### config.mk
export PLATFORM = sky130hd
export DESIGN_NAME = icsfll_top
export DESIGN_NICKNAME = d
export VERILOG_FILES = /design/src/icsfll_top_note_end.sv /design/src/icsfll_pkg.sv /design/src/icsfll_bus_div.sv /design/src/icsfll_top.sv
export SDC_FILE = /design/constraint.sdc
export NUM_CORES = 1
export LEC_CHECK = 0
export BUFFER_PORTS_ARGS = -buffer_cell sky130_fd_sc_hd__buf_2
export CAP_MARGIN = 25
export CELL_PAD_IN_SITES_DETAIL_PLACEMENT = 0
export CELL_PAD_IN_SITES_GLOBAL_PLACEMENT = 1
export CORE_AREA = 2 2 118 131
export DETAILED_ROUTE_END_ITERATION = 12
export DIE_AREA = 0 0 120 133
export GPL_TIMING_DRIVEN = 0
export PLACE_DENSITY_LB_ADDON = 0.1
export SLEW_MARGIN = 20
export SYNTH_ARGS = -nofsm -noshare
export SYNTH_HDL_FRONTEND = slang
export SYNTH_SLANG_ARGS = --single-unit
### constraint.sdc
create_clock -name clk -period 9.7 [get_ports clk]
set_clock_uncertainty 0.05 [all_clocks]
set_input_delay 1.455 -clock clk [delete_from_list [all_inputs] [get_ports clk]]
set_output_delay 1.455 -clock clk [all_outputs]
set_load 0.005 [all_outputs]
### src/icsfll_top_note_end.sv
// no logic of its own: only switches implicit nets off and on again
`default_nettype none
`default_nettype wire

### src/icsfll_pkg.sv
// constants and carrier types shared by the internal clock generator files
`default_nettype none
//--------------------------------------------------------------------------
// Functional notes
// - system clock runs at twice bus rate
// - loop locks oscillator to 512 ticks per reference period
// - reference trimmed by nine bits total
// - bus divider field divides by 1,2,4,8
// - bus divider resets to divide by two
// - reset enters loop engaged mode
// - source select picks loop or reference
// - bypassed mode keeps loop running, reference out
// - bypassed low power disables loop, reference out
// - low power bit stops loop in bypass
// - stop disables loop and system clock
// - stop enable keeps reference running in stop
// - larger coarse trim lengthens reference period
// - fine trim bit adds smallest period step
// - source status follows select after synchronisation
// - divider change takes effect immediately
// - trim values survive ordinary reset
// - stop exit returns to previous mode
//--------------------------------------------------------------------------
package icsfll_pkg;
	//--------------------------------------------------------------
	// register byte offsets on the avalon slave
	//--------------------------------------------------------------
	localparam logic [3:0] ADDR_CTRL_ONE = 4'h0;
	localparam logic [3:0] ADDR_CTRL_TWO = 4'h4;
	localparam logic [3:0] ADDR_TRIM = 4'h8;
	localparam logic [3:0] ADDR_STATUS = 4'hC;
	//--------------------------------------------------------------
	// field positions
	//--------------------------------------------------------------
	localparam int SRC_SEL_BIT = 6;
	localparam int REF_STOP_EN_BIT = 0;
	localparam int BUS_DIV_LO = 6;
	localparam int LOW_POWER_BIT = 3;
	localparam int SRC_STATUS_BIT = 2;
	localparam int FINE_TRIM_BIT = 0;
	//--------------------------------------------------------------
	// values after reset
	//--------------------------------------------------------------
	localparam logic [1:0] BUS_DIV_RST = 2'h1;
	localparam logic [7:0] TRIM_RST = 8'h80;
	localparam logic FINE_TRIM_RST = 1'b0;
	localparam logic [15:0] DCO_INC_INIT = 16'h10C6;
	//--------------------------------------------------------------
	// timing and loop constants
	//--------------------------------------------------------------
	localparam int CLK_PERIOD_PS = 4000;
	localparam int REF_PERIOD_PS = 31250000;
	localparam int REF_PERIOD_CYC = REF_PERIOD_PS / CLK_PERIOD_PS;
	localparam logic [15:0] TRIM_CENTRE = 16'h0100;
	localparam logic [11:0] FLL_MULT = 12'h200;
	//--------------------------------------------------------------
	// types
	//--------------------------------------------------------------
	typedef enum logic [1:0] {
		MODE_ENGAGED,
		MODE_BYPASSED,
		MODE_BYPASSED_LP,
		MODE_STOP
	} icsfll_mode_t;
	typedef struct packed {
		logic read;
		logic write;
		logic [3:0] address;
		logic [3:0] byteenable;
		logic [31:0] writedata;
	} icsfll_avreq_t;
	typedef struct packed {
		logic waitrequest;
		logic [31:0] readdata;
	} icsfll_avrsp_t;
	typedef struct packed {
		logic sys_clk_en;
		logic bus_clk_en;
		logic ref_clk_en;
		logic fll_on;
		logic fll_locked;
		logic src_status;
	} icsfll_clk_t;
endpackage
`default_nettype wire

### src/icsfll_bus_div.sv
// power-of-two divider giving the system output clock and the bus clock
`timescale 1ns/100ps
`default_nettype none
module icsfll_bus_div
	import icsfll_pkg::*;
(
	input wire logic clk, // system clock
	input wire logic srst, // synchronous reset
	input wire logic src_en, // tick of the selected source
	input wire logic [1:0] div_sel, // divide select
	output logic out_en, // system output clock tick
	output logic bus_en // bus clock tick
);
	typedef struct packed {
		logic [2:0] cnt;
		logic phase;
		logic out_en;
		logic bus_en;
	} icsfll_div_st_t;

	icsfll_div_st_t st_reg;
	icsfll_div_st_t st_next;

	// mask of the counter bits used by a divide select
	function automatic logic [2:0] div_mask(input logic [1:0] sel);
		case (sel)
			2'h0: div_mask = 3'h0;
			2'h1: div_mask = 3'h1;
			2'h2: div_mask = 3'h3;
			default: div_mask = 3'h7;
		endcase
	endfunction

	//--------------------------------------------------------------
	// divide logic
	//--------------------------------------------------------------
	// select is read live, so a new ratio acts on the next tick
	always_comb
	begin
		st_next = st_reg;
		st_next.out_en = 1'b0;
		st_next.bus_en = 1'b0;
		if (src_en)
		begin
			if ((st_reg.cnt & div_mask(div_sel)) == div_mask(div_sel))
			begin
				st_next.cnt = 3'h0;
				st_next.out_en = 1'b1;
				st_next.phase = ~st_reg.phase;
				st_next.bus_en = st_reg.phase;
			end
			else
			begin
				st_next.cnt = st_reg.cnt + 3'h1;
			end
		end
		if (srst)
		begin
			st_next = '0;
		end
	end

	// state register
	always_ff @(posedge clk)
	begin
		st_reg <= st_next;
	end

	assign out_en = st_reg.out_en;
	assign bus_en = st_reg.bus_en;

	a_div_by_one: assert property (@(posedge clk) disable iff (srst)
		(src_en && div_sel == 2'h0) |=> out_en)
		else $error("divide by one missed a source tick");
	a_bus_half: assert property (@(posedge clk) disable iff (srst)
		bus_en |-> out_en)
		else $error("bus tick without output tick");
	a_bus_alt: assert property (@(posedge clk) disable iff (srst)
		(out_en && $past(out_en) && !$past(srst)) |-> (bus_en != $past(bus_en)))
		else $error("bus tick not every second output tick");
endmodule // icsfll_bus_div
`default_nettype wire

### src/icsfll_top.sv
// internal clock generator: reference, locked loop, source mux and registers
`timescale 1ns/100ps
`default_nettype none
module icsfll_top
	import icsfll_pkg::*;
#(
	parameter int REF_CYC = REF_PERIOD_CYC // nominal reference period in cycles
)
(
	input wire logic clk, // system clock
	input wire logic srst, // synchronous reset, trims kept
	input wire logic por, // power-on reset, clears trims too
	input wire logic stop_req, // processor in stop
	input wire icsfll_avreq_t av_req, // avalon request
	output icsfll_avrsp_t av_rsp, // avalon response
	output icsfll_clk_t clk_out // clock ticks and status
);
	typedef struct packed {
		logic src_sel;
		logic ref_stop_en;
		logic [1:0] bus_div;
		logic low_power;
		logic [7:0] trim;
		logic fine_trim;
		logic [1:0] status_sync;
		logic src_status;
		icsfll_mode_t mode;
		logic [15:0] ref_cnt;
		logic [15:0] dco_acc;
		logic [15:0] dco_inc;
		logic [11:0] dco_cnt;
		logic fll_locked;
		icsfll_avrsp_t rsp;
		icsfll_clk_t outs;
	} icsfll_st_t;

	icsfll_st_t st_reg;
	icsfll_st_t st_next;
	logic src_en;
	logic div_out;
	logic div_bus;
	logic ref_tick;
	logic fll_run;

	// byte address match for an aligned word
	function automatic logic hit(input logic [3:0] addr, input logic [3:0] off);
		hit = (addr == off);
	endfunction

	// readback of one register, unimplemented bits as zero
	function automatic logic [7:0] read_mux(input icsfll_st_t s, input logic [3:0] addr);
		read_mux = 8'h00;
		if (hit(addr, ADDR_CTRL_ONE))
		begin
			read_mux[SRC_SEL_BIT] = s.src_sel;
			read_mux[REF_STOP_EN_BIT] = s.ref_stop_en;
		end
		else if (hit(addr, ADDR_CTRL_TWO))
		begin
			read_mux[BUS_DIV_LO +: 2] = s.bus_div;
			read_mux[LOW_POWER_BIT] = s.low_power;
		end
		else if (hit(addr, ADDR_TRIM))
		begin
			read_mux = s.trim;
		end
		else if (hit(addr, ADDR_STATUS))
		begin
			read_mux[SRC_STATUS_BIT] = s.src_status;
			read_mux[FINE_TRIM_BIT] = s.fine_trim;
		end
	endfunction

	//--------------------------------------------------------------
	// bus divider
	//--------------------------------------------------------------
	icsfll_bus_div u_div (
		.clk(clk),
		.srst(srst || por),
		.src_en(src_en),
		.div_sel(st_reg.bus_div),
		.out_en(div_out),
		.bus_en(div_bus)
	);

	//--------------------------------------------------------------
	// next state
	//--------------------------------------------------------------
	always_comb
	begin
		logic [15:0] ref_period;
		logic ref_run;
		logic [16:0] dco_sum;
		logic dco_tick;
		logic [11:0] dco_total;
		logic wr_now;
		// defaults for the local terms
		ref_period = 16'h0000;
		ref_run = 1'b0;
		dco_sum = 17'h00000;
		dco_tick = 1'b0;
		dco_total = 12'h000;
		wr_now = 1'b0;
		st_next = st_reg;
		ref_period = 16'(REF_CYC) + 16'({st_reg.trim, st_reg.fine_trim}) - TRIM_CENTRE;
		// reference halts in stop unless its stop enable is set
		ref_run = (st_reg.mode != MODE_STOP) || st_reg.ref_stop_en;
		ref_tick = ref_run && (st_reg.ref_cnt >= ref_period - 16'h0001);
		if (ref_run)
		begin
			st_next.ref_cnt = ref_tick ? 16'h0000 : st_reg.ref_cnt + 16'h0001;
		end
		// loop runs when engaged, or bypassed without low power
		fll_run = (st_reg.mode == MODE_ENGAGED) || (st_reg.mode == MODE_BYPASSED);
		dco_sum = {1'b0, st_reg.dco_acc} + {1'b0, st_reg.dco_inc};
		dco_tick = fll_run && dco_sum[16];
		dco_total = st_reg.dco_cnt + {11'h000, dco_tick};
		if (fll_run)
		begin
			st_next.dco_acc = dco_sum[15:0];
			st_next.dco_cnt = dco_total;
			// per reference period, steer the oscillator toward 512 ticks
			if (ref_tick)
			begin
				st_next.dco_cnt = 12'h000;
				st_next.fll_locked = (dco_total == FLL_MULT);
				if (dco_total < FLL_MULT)
				begin
					st_next.dco_inc = st_reg.dco_inc + 16'h0001;
				end
				else if (dco_total > FLL_MULT)
				begin
					st_next.dco_inc = st_reg.dco_inc - 16'h0001;
				end
			end
		end
		else
		begin
			st_next.dco_cnt = 12'h000;
			st_next.fll_locked = 1'b0;
		end
		// source switch crosses into the reference domain before use
		if (ref_tick)
		begin
			st_next.status_sync = {st_reg.status_sync[0], st_reg.src_sel};
			st_next.src_status = st_reg.status_sync[1];
		end
		// selected source feeds the divider, nothing in stop
		src_en = (st_reg.mode != MODE_STOP) && (st_reg.src_status ? ref_tick : dco_tick);
		// mode follows the registers, so stop exit restores it
		if (stop_req)
		begin
			st_next.mode = MODE_STOP;
		end
		else if (!st_reg.src_sel)
		begin
			st_next.mode = MODE_ENGAGED;
		end
		else
		begin
			st_next.mode = st_reg.low_power ? MODE_BYPASSED_LP : MODE_BYPASSED;
		end
		// avalon slave: one wait cycle, then answer
		wr_now = av_req.write && !st_reg.rsp.waitrequest && av_req.byteenable[0];
		if (st_reg.rsp.waitrequest)
		begin
			if (av_req.read || av_req.write)
			begin
				st_next.rsp.waitrequest = 1'b0;
				st_next.rsp.readdata = {24'h000000, read_mux(st_reg, av_req.address)};
			end
		end
		else
		begin
			st_next.rsp.waitrequest = 1'b1;
		end
		// writes touch only implemented fields
		if (wr_now && hit(av_req.address, ADDR_CTRL_ONE))
		begin
			st_next.src_sel = av_req.writedata[SRC_SEL_BIT];
			st_next.ref_stop_en = av_req.writedata[REF_STOP_EN_BIT];
		end
		if (wr_now && hit(av_req.address, ADDR_CTRL_TWO))
		begin
			st_next.bus_div = av_req.writedata[BUS_DIV_LO +: 2];
			st_next.low_power = av_req.writedata[LOW_POWER_BIT];
		end
		if (wr_now && hit(av_req.address, ADDR_TRIM))
		begin
			st_next.trim = av_req.writedata[7:0];
		end
		if (wr_now && hit(av_req.address, ADDR_STATUS))
		begin
			st_next.fine_trim = av_req.writedata[FINE_TRIM_BIT];
		end
		// registered outputs
		st_next.outs.sys_clk_en = div_out;
		st_next.outs.bus_clk_en = div_bus;
		st_next.outs.ref_clk_en = ref_tick;
		st_next.outs.fll_on = fll_run;
		st_next.outs.fll_locked = st_reg.fll_locked;
		st_next.outs.src_status = st_reg.src_status;
		// reset: trims only cleared at power-on
		if (srst || por)
		begin
			st_next = '0;
			st_next.bus_div = BUS_DIV_RST;
			st_next.mode = MODE_ENGAGED;
			st_next.dco_inc = DCO_INC_INIT;
			st_next.rsp.waitrequest = 1'b1;
			st_next.trim = por ? TRIM_RST : st_reg.trim;
			st_next.fine_trim = por ? FINE_TRIM_RST : st_reg.fine_trim;
		end
	end

	// state register
	always_ff @(posedge clk)
	begin
		st_reg <= st_next;
	end

	assign av_rsp = st_reg.rsp;
	assign clk_out = st_reg.outs;

	// helper for the trim check: any write requested in this cycle, delayed by $past in the check
	logic wr_any;
	assign wr_any = av_req.write;

	//--------------------------------------------------------------
	// checks
	//--------------------------------------------------------------
	a_bus_divider_select_reset: assert property (@(posedge clk) disable iff (srst || por)
		$past(srst) |-> (st_reg.bus_div == 2'h1))
		else $error("bus divider not divide by two after reset");
	a_engaged_reset: assert property (@(posedge clk) disable iff (srst || por)
		$past(srst) |-> (st_reg.mode == MODE_ENGAGED && !st_reg.src_sel))
		else $error("not in loop engaged mode after reset");
	a_bypass_loop_on: assert property (@(posedge clk) disable iff (srst || por)
		(st_reg.mode == MODE_BYPASSED) |=> clk_out.fll_on)
		else $error("loop stopped in bypassed mode");
	a_lowpwr_loop_off: assert property (@(posedge clk) disable iff (srst || por)
		(st_reg.mode == MODE_BYPASSED_LP) |=> (!clk_out.fll_on && !st_reg.fll_locked))
		else $error("loop running in bypassed low power mode");
	a_stop_quiet: assert property (@(posedge clk) disable iff (srst || por)
		(st_reg.mode == MODE_STOP)[*2] |=> (!clk_out.sys_clk_en && !clk_out.fll_on))
		else $error("system clock or loop active in stop");
	a_ref_stopped: assert property (@(posedge clk) disable iff (srst || por)
		(st_reg.mode == MODE_STOP && !st_reg.ref_stop_en) |=> !clk_out.ref_clk_en)
		else $error("reference ran in stop without stop enable");
	a_trim_kept: assert property (@(posedge clk) disable iff (por)
		(srst && !$past(wr_any)) |=> (st_reg.trim == $past(st_reg.trim)))
		else $error("trim lost on ordinary reset");
	a_status_sync: assert property (@(posedge clk) disable iff (srst || por)
		(st_reg.src_status != $past(st_reg.src_status)) |-> $past(ref_tick))
		else $error("source status changed without synchronisation");
	a_stop_return: assert property (@(posedge clk) disable iff (srst || por)
		(st_reg.mode == MODE_STOP && !stop_req && !st_reg.src_sel) |=> (st_reg.mode == MODE_ENGAGED))
		else $error("stop exit did not restore the previous mode");

	// system tick output is the divider tick one register later
	a_sys_from_div: assert property (@(posedge clk) disable iff (srst || por)
		(!$past(srst) && !$past(por)) |-> (clk_out.sys_clk_en == $past(div_out)))
		else $error("system tick output does not follow the divider");
	// loop state output mirrors the mode decode
	a_loop_track: assert property (@(posedge clk) disable iff (srst || por)
		(!$past(srst) && !$past(por)) |-> (clk_out.fll_on == $past(fll_run)))
		else $error("loop running flag does not follow the mode");
	// no source tick may reach the divider in stop
	a_stop_no_src: assert property (@(posedge clk) disable iff (srst || por)
		(st_reg.mode == MODE_STOP) |-> !src_en)
		else $error("source tick passed to the divider in stop");
	// upper read data bits are always driven as zero
	a_read_upper: assert property (@(posedge clk) disable iff (srst || por)
		!av_rsp.waitrequest |-> (av_rsp.readdata[31:8] == 24'h000000))
		else $error("unimplemented read data bits not zero");
endmodule // icsfll_top
`default_nettype wire

==> impl_metrics.ini, run 1 <==
[setup_path]
worstSetupPathType = flop to flop
cp.buffers_inverters = 2
path_max_fanout = 19
critPathRequiredTime_ns = 9.86
crit_family = compound AO/OA/AOI/OAI gates
worstPathArrival_ns = 6.19
cp.depth = 24
slowest_stage = dfxtp_1
cp-startpoint = st_reg[52]
r2r_end = st_reg[67]
reg2reg_from = st_reg[52]
cp_cell_sequence = ha_1, fa_1, a21oi_1, nand4b_1, a21oi_1, o211a_1, o21ai_0, a21oi_1, ha_1, ha_1, clkbuf_1, nand2_2, o21ai_0, mux2i_1, a32o_2, inv_2, ha_1, and3_1, a221oi_2, a211oi_1, o31ai_2, a211oi_1, o41ai_1, a21oi_1
endpoint = st_reg[67]
rr_worst_depth = 24
endpoint_kind = flop
rrSetupSlack_ns = 3.66
slowest_delay_ns = 0.42
start_kind = flop

[routing]
wirelength_met1_um = 6990
drt-pass1-iter-count = 4
drt_wl_total_um = 15100
vias = 5398
wl_met3_um = 320
drc = 0
routed.top_layer = met4
vias_per_cell = 5.33
wl_per_cell_um = 14.9
postRouteAntennaNets = 0
met2WireLength_um = 7500
dr.first_iter.drc_count = 308

[timing]
maxSlewViolCount = 0
hold_violations = 0
clock.fmax_mhz = 166
rsz0062_at_grt = false
worst_slew_pin_slew_ns = 0.692
holdWs_ns = 0.375
post-route-min-period_ns = 6.04
setup_tns_ns = 0
layout_setup_ws_ns = 3.66
max-slew-margin-rel_pct = 53.6
post-route-period-util_pct = 62.2
setup_viol = 0

[pwr]
p_int_mw = 0.631
vdd.ir_drop.worst_uv = 79.2
p_switching_mw = 0.210
leakage_nw = 3.07
combPwrFrac_pct = 8.4
p_seq_share_pct = 51.3
clock_power_share_pct = 40.3
p_total_mw = 0.841
powerDensity_nw_per_um2 = 117
swShare_pct = 25.0

[synth]
ys_ff_latch = 101
synth.area.top_cells = dfxtp_1, ha_1, buf_4
synth-seq-area-share_pct = 32.8
avgSynthCellArea_um2 = 8.66
async_flop_share_pct = 0
synth_area_um2 = 6440
synth_edf_count = 9
netlist.area_leader.share_pct = 28.6
synth.yosys.warnings = 0
synthDistinctLibCells = 84
netlist_instances = 744
yosys-top-cells-count = dfxtp_1, nor2_1, nand2_1
ys.flop_type = dfxtp_1
yosysMostFrequentCell = dfxtp_1
synth_top_cell_by_area = dfxtp_1

[cts]
cts_buffers = 9
cts.htree.levels = 3
cts_setup_buffers = 0
cts-resized-gates = 0
cts.clk_slew.worst_paths_ns = 0.07
worstSkewPairLatency_ns = 0.35
clock-sinks = 101
clock_path_buffers = 2
cts_tree = built
postCtsHoldBufs = 0
cts_root_buf = clkbuf_16

[placement]
gp_congestion = 0.849
dp_slack_ns = 3.69
dpl.hpwl_um = 11700
port_buffers = 32

[floorplanning]
io_pins = 85
die_area_um2 = 16000
dieWidth_um = 120
fp-row-count = 47
die_h_um = 133
core_um2 = 14800
start_util_pct = 43.7

[global_routing]
antenna_found_initial = 0
grt_pass1_vias = 5194
grt_pass1_wl_um = 25000
grt_use_total_pct = 19.1
grt_overflow = 0
grt_start_max_net_pins = 20

[worst_hold_path]
min_path_type = flop to flop

[final_layout]
fin_util_pct = 48.8
area_growth_pct = 11.8
layout.nets = 908
num-fill-cells = 1445
largest_reg_flops = 80
drive_gt1_share_pct = 15.0
num_antenna_cells = 0

[job]
drv_cap = 0

[run_status]
status = finished, final reports clean
cells in the final DEF (no fill, tap or decap), types with 3 or more instances in the layout:
cell type,instances
nand2_1,53
and4_1,3
dfxtp_1,92
nand3b_1,4
conb_1,25
buf_1,5
nand3_1,34
xor2_1,21
nor3_1,22
nand4_1,9
and2_1,11
nor2b_1,5
or2_2,4
a21oi_1,52
edfxtp_1,9
buf_2,35
or3_1,7
nor4b_1,4
o21ai_0,27
nand2_2,4
a32oi_1,3
clkbuf_16,9
buf_4,41
nand2b_1,5
nor4_1,4
a211oi_1,9
a31oi_1,5
a22oi_1,4
o31ai_1,7
o21a_1,8
mux2i_1,13
xnor2_1,28
clkbuf_1,18
and3_1,9
nor2_1,72
a21o_1,17
o21ai_1,5
ha_1,49
inv_1,12
o211ai_1,11
stage by stage:
stage          instances  area, um2
5_1_grt             1012       7210
6_report            1012       7210
3_5_place_dp         996       6940
2_1_floorplan        768       6540
3_3_place_gp         996       6940
4_1_cts             1012       7210
metal layers:
| metal | vias up | GRT usage, % |
|---|---|---|
| li1 | 2779 | - |
| met1 | 2532 | 23.7 |
| met2 | 68 | 33.7 |
| met3 | 19 | 2.54 |
| met4 | 0 | 7.06 |
| met5 | - | 0 |
cell type report:
type	instances	area, um2	share of cell area, %
Multi-Input combinational cell	587	3960	54.9
Buffer	66	413	5.73
Tap cell	196	245	3.40
Inverter	14	52.6	0.729
Clock inverter	5	35.0	0.486
Timing Repair Buffer	32	160	2.22
Sequential cell	101	2110	29.3
Clock buffer	11	233	3.23
kinds of logic after synthesis:
| family | count (synthesis) | synth area share (%) |
|---|---|---|
| buf+inv | 80 | 7.22 |
| fa+ha+maj | 51 | 10.1 |
| xor+xnor | 49 | 6.66 |
| flops | 101 | 32.8 |
| simple gates | 264 | 21.1 |
| compound gates | 184 | 19.9 |
| other cells | 1 | 0.0582 |
| mux | 14 | 2.19 |
power groups by stage:
| stage | logic, mW | registers (mW) | clock network (mW) |
|---|---|---|---|
| after global routing | 0.0792 | 0.432 | 0.366 |
| after floorplan | 0.0517 | 0.439 | 0 |
| after CTS | 0.0705 | 0.431 | 0.348 |
| after detailed placement | 0.0700 | 0.441 | 0 |
| after global placement | 0.0685 | 0.441 | 0 |
| final | 0.0705 | 0.431 | 0.339 |
how the worst min path moves through the flow:
stage	from	endpoint	cells after the start
2_1_floorplan	u_div.bus_en	clk_out[4]	1
6_report	u_div.bus_en	clk_out[4]	1
4_1_cts	u_div.bus_en	clk_out[4]	1
3_5_place_dp	u_div.bus_en	clk_out[4]	1
3_3_place_gp	u_div.bus_en	clk_out[4]	1
5_1_grt	u_div.bus_en	clk_out[4]	1
Power figures use the tool's default switching activity.
==> run 2: changes to the inputs <==
- CORE_AREA: 2 2 118 131 -> 2 2 119 132
- DIE_AREA: 0 0 120 133 -> 0 0 121 134
- clock period: 9.7 -> 5.73 ns (I/O delays scaled with it)
==> run 2 against run 1 <==
Die area is 1.6% higher. Core utilization up 0.54 points. Critical path depth down 1. Non-clock buffer count rose by 1. Sequential share of layout area down 0.53 points. Combinational power grew 69%. Maximum frequency is 14% higher. Final cell count hardly changed. Final area up 1.9%. Worst setup slack got worse by 3.2 ns.
==> impl_metrics.ini, run 2 (synthesis results as in run 1) <==
[setup_path]
cp_common_cell = a21oi_1
worstPathArrival_ns = 5.44
rr_worst_depth = 23
path_max_fanout = 19
slowest_delay_ns = 0.40
worstSetupPathType = flop to flop
cp_cell_sequence = ha_1, fa_1, a21oi_1, nand4b_1, a21oi_2, o211a_1, o21ai_0, a21oi_1, ha_2, ha_4, nand2_2, o21ai_0, mux2i_1, a32o_2, inv_6, ha_1, and3_1, a221oi_4, a211oi_2, o31ai_2, a211oi_1, o41ai_1, a21oi_1
endpoint_kind = flop
r2r_end = st_reg[67]
slowest_stage = fa_1
critPathRequiredTime_ns = 5.89
rrSetupSlack_ns = 0.45
start_kind = flop
reg2reg_from = st_reg[52]

[floorplanning]
fp-row-count = 47
start_util_pct = 43.3
core_um2 = 14900
die_h_um = 134
die_area_um2 = 16200
io_pins = 85
dieWidth_um = 121

[routing]
postRouteAntennaNets = 0
drt_wl_total_um = 15200
vias = 5487
vias_per_cell = 5.42
drt-pass1-iter-count = 4
drc = 0
wl_per_cell_um = 15.0
dr.first_iter.drc_count = 444

[worst_hold_path]
min_to = clk_out[5]
min_path_type = flop to flop
hp-start = u_div.out_en
hold-path-cell-count = 1

[pwr]
combPwrFrac_pct = 7.8
p_seq_share_pct = 47.7
p_switching_mw = 0.368
leakage_nw = 3.11
p_int_mw = 1.16
vdd.ir_drop.worst_uv = 143
clock_power_share_pct = 44.5
powerDensity_nw_per_um2 = 208
swShare_pct = 24.0

[run_status]
status = finished, final reports clean

[global_routing]
grt_use_total_pct = 19.2
grt_start_max_net_pins = 20
antenna_found_initial = 0
grt_pass1_wl_um = 25200
grt_pass1_vias = 5187
grt_overflow = 0

[timing]
setup_viol = 0
maxSlewViolCount = 0
hold_violations = 0
post-route-period-util_pct = 92.1
max-slew-margin-rel_pct = 54.9
rsz0062_at_grt = false
setup_tns_ns = 0
post-route-min-period_ns = 5.28
clock.fmax_mhz = 189
worst_slew_pin_slew_ns = 0.670

[cts]
cts.htree.levels = 3
cts_root_buf = clkbuf_16
cts.clk_slew.worst_paths_ns = 0.07
cts_buffers = 9
worstSkewPairLatency_ns = 0.35
clock-sinks = 101
cts_tree = built
clock_path_buffers = 2

[final_layout]
largest_reg_flops = 80
layout_common_cells = dfxtp_1, nor2_1, nand2_1, a21oi_1, ha_1
num_antenna_cells = 0
layout.nets = 909
fin_util_pct = 49.4
drive_gt1_share_pct = 16.3
layout_commonest_cell = dfxtp_1
area_growth_pct = 14.0

[job]
drv_cap = 0

[placement]
gp_congestion = 0.836
dpl.hpwl_um = 11600
port_buffers = 32
run 2: power groups by stage:
stage               clock network [mW]  registers (mW)  logic [mW]
finish                           0.681           0.730       0.119
global route                     0.726           0.732       0.133
global placement                     0           0.747       0.116
detailed placement                   0           0.747       0.118
CTS                              0.697           0.730       0.119
floorplan                            0           0.743      0.0875
run 2: worst max-delay path by stage:
stage | from | endpoint | slack, ns | depth (start not counted)
after floorplan | st_reg[52] | st_reg[67] | 0.70 | 24
after global placement | st_reg[52] | st_reg[67] | -0.14 | 24
after detailed placement | st_reg[52] | st_reg[67] | -0.27 | 24
after CTS | st_reg[52] | st_reg[67] | 0.01 | 23
after global routing | st_reg[52] | st_reg[67] | 0.03 | 22
final | st_reg[52] | st_reg[67] | 0.45 | 23
run 2: area by class of cell:
class / instances / area [um2]
clock buffer: 10 / 229
multi-input combinational: 587 / 4020
inverter: 14 / 57.6
timing repair buffer: 34 / 175
sequential: 101 / 2110
fill: 1408 / 7530
buffer: 65 / 409
tap: 196 / 245
clock inverter: 6 / 97.6
run 2: per-stage QoR:
step	cells	hold slack (ns)	cell area (um2)	total power, mW	worst slack, ns
floorplan	768	0.356	6540	0.831	0.700
global placement	996	0.363	6940	0.863	-0.143
detailed placement	996	0.366	6940	0.865	-0.268
CTS	1011	0.383	7280	1.55	0.0123
global route	1013	0.399	7350	1.59	0.0338
finish	1013	0.380	7350	1.53	0.452
run 2: layer usage:
metal	wire length [um]	vias up	part of all wire, %	track usage, %
met4	182	0	1.2	5.30
met5	0	-	0	0
met2	7650	88	50	34.3
met1	6950	2605	46	23.9
met3	417	14	2.7	2.76
li1	-	2780	-	-
run 2: repair_timing:
item,in CTS,in global routing
setup buffers,0,2
pin swaps,0,4
setup endpoints to repair,3,5
hold buffers,0,0
gates resized for setup,3,11
run 2: worst max-delay path: cells and delay by family (launching register included):
family	cells	cell delay, ns
buffers and inverters	1	0.10
AO/OA/AOI/OAI	13	2.46
flip-flops	1	0.36
multiplexers	1	0.16
adder cells (fa/ha/maj)	5	1.42
AND/OR/NAND/NOR	3	0.55
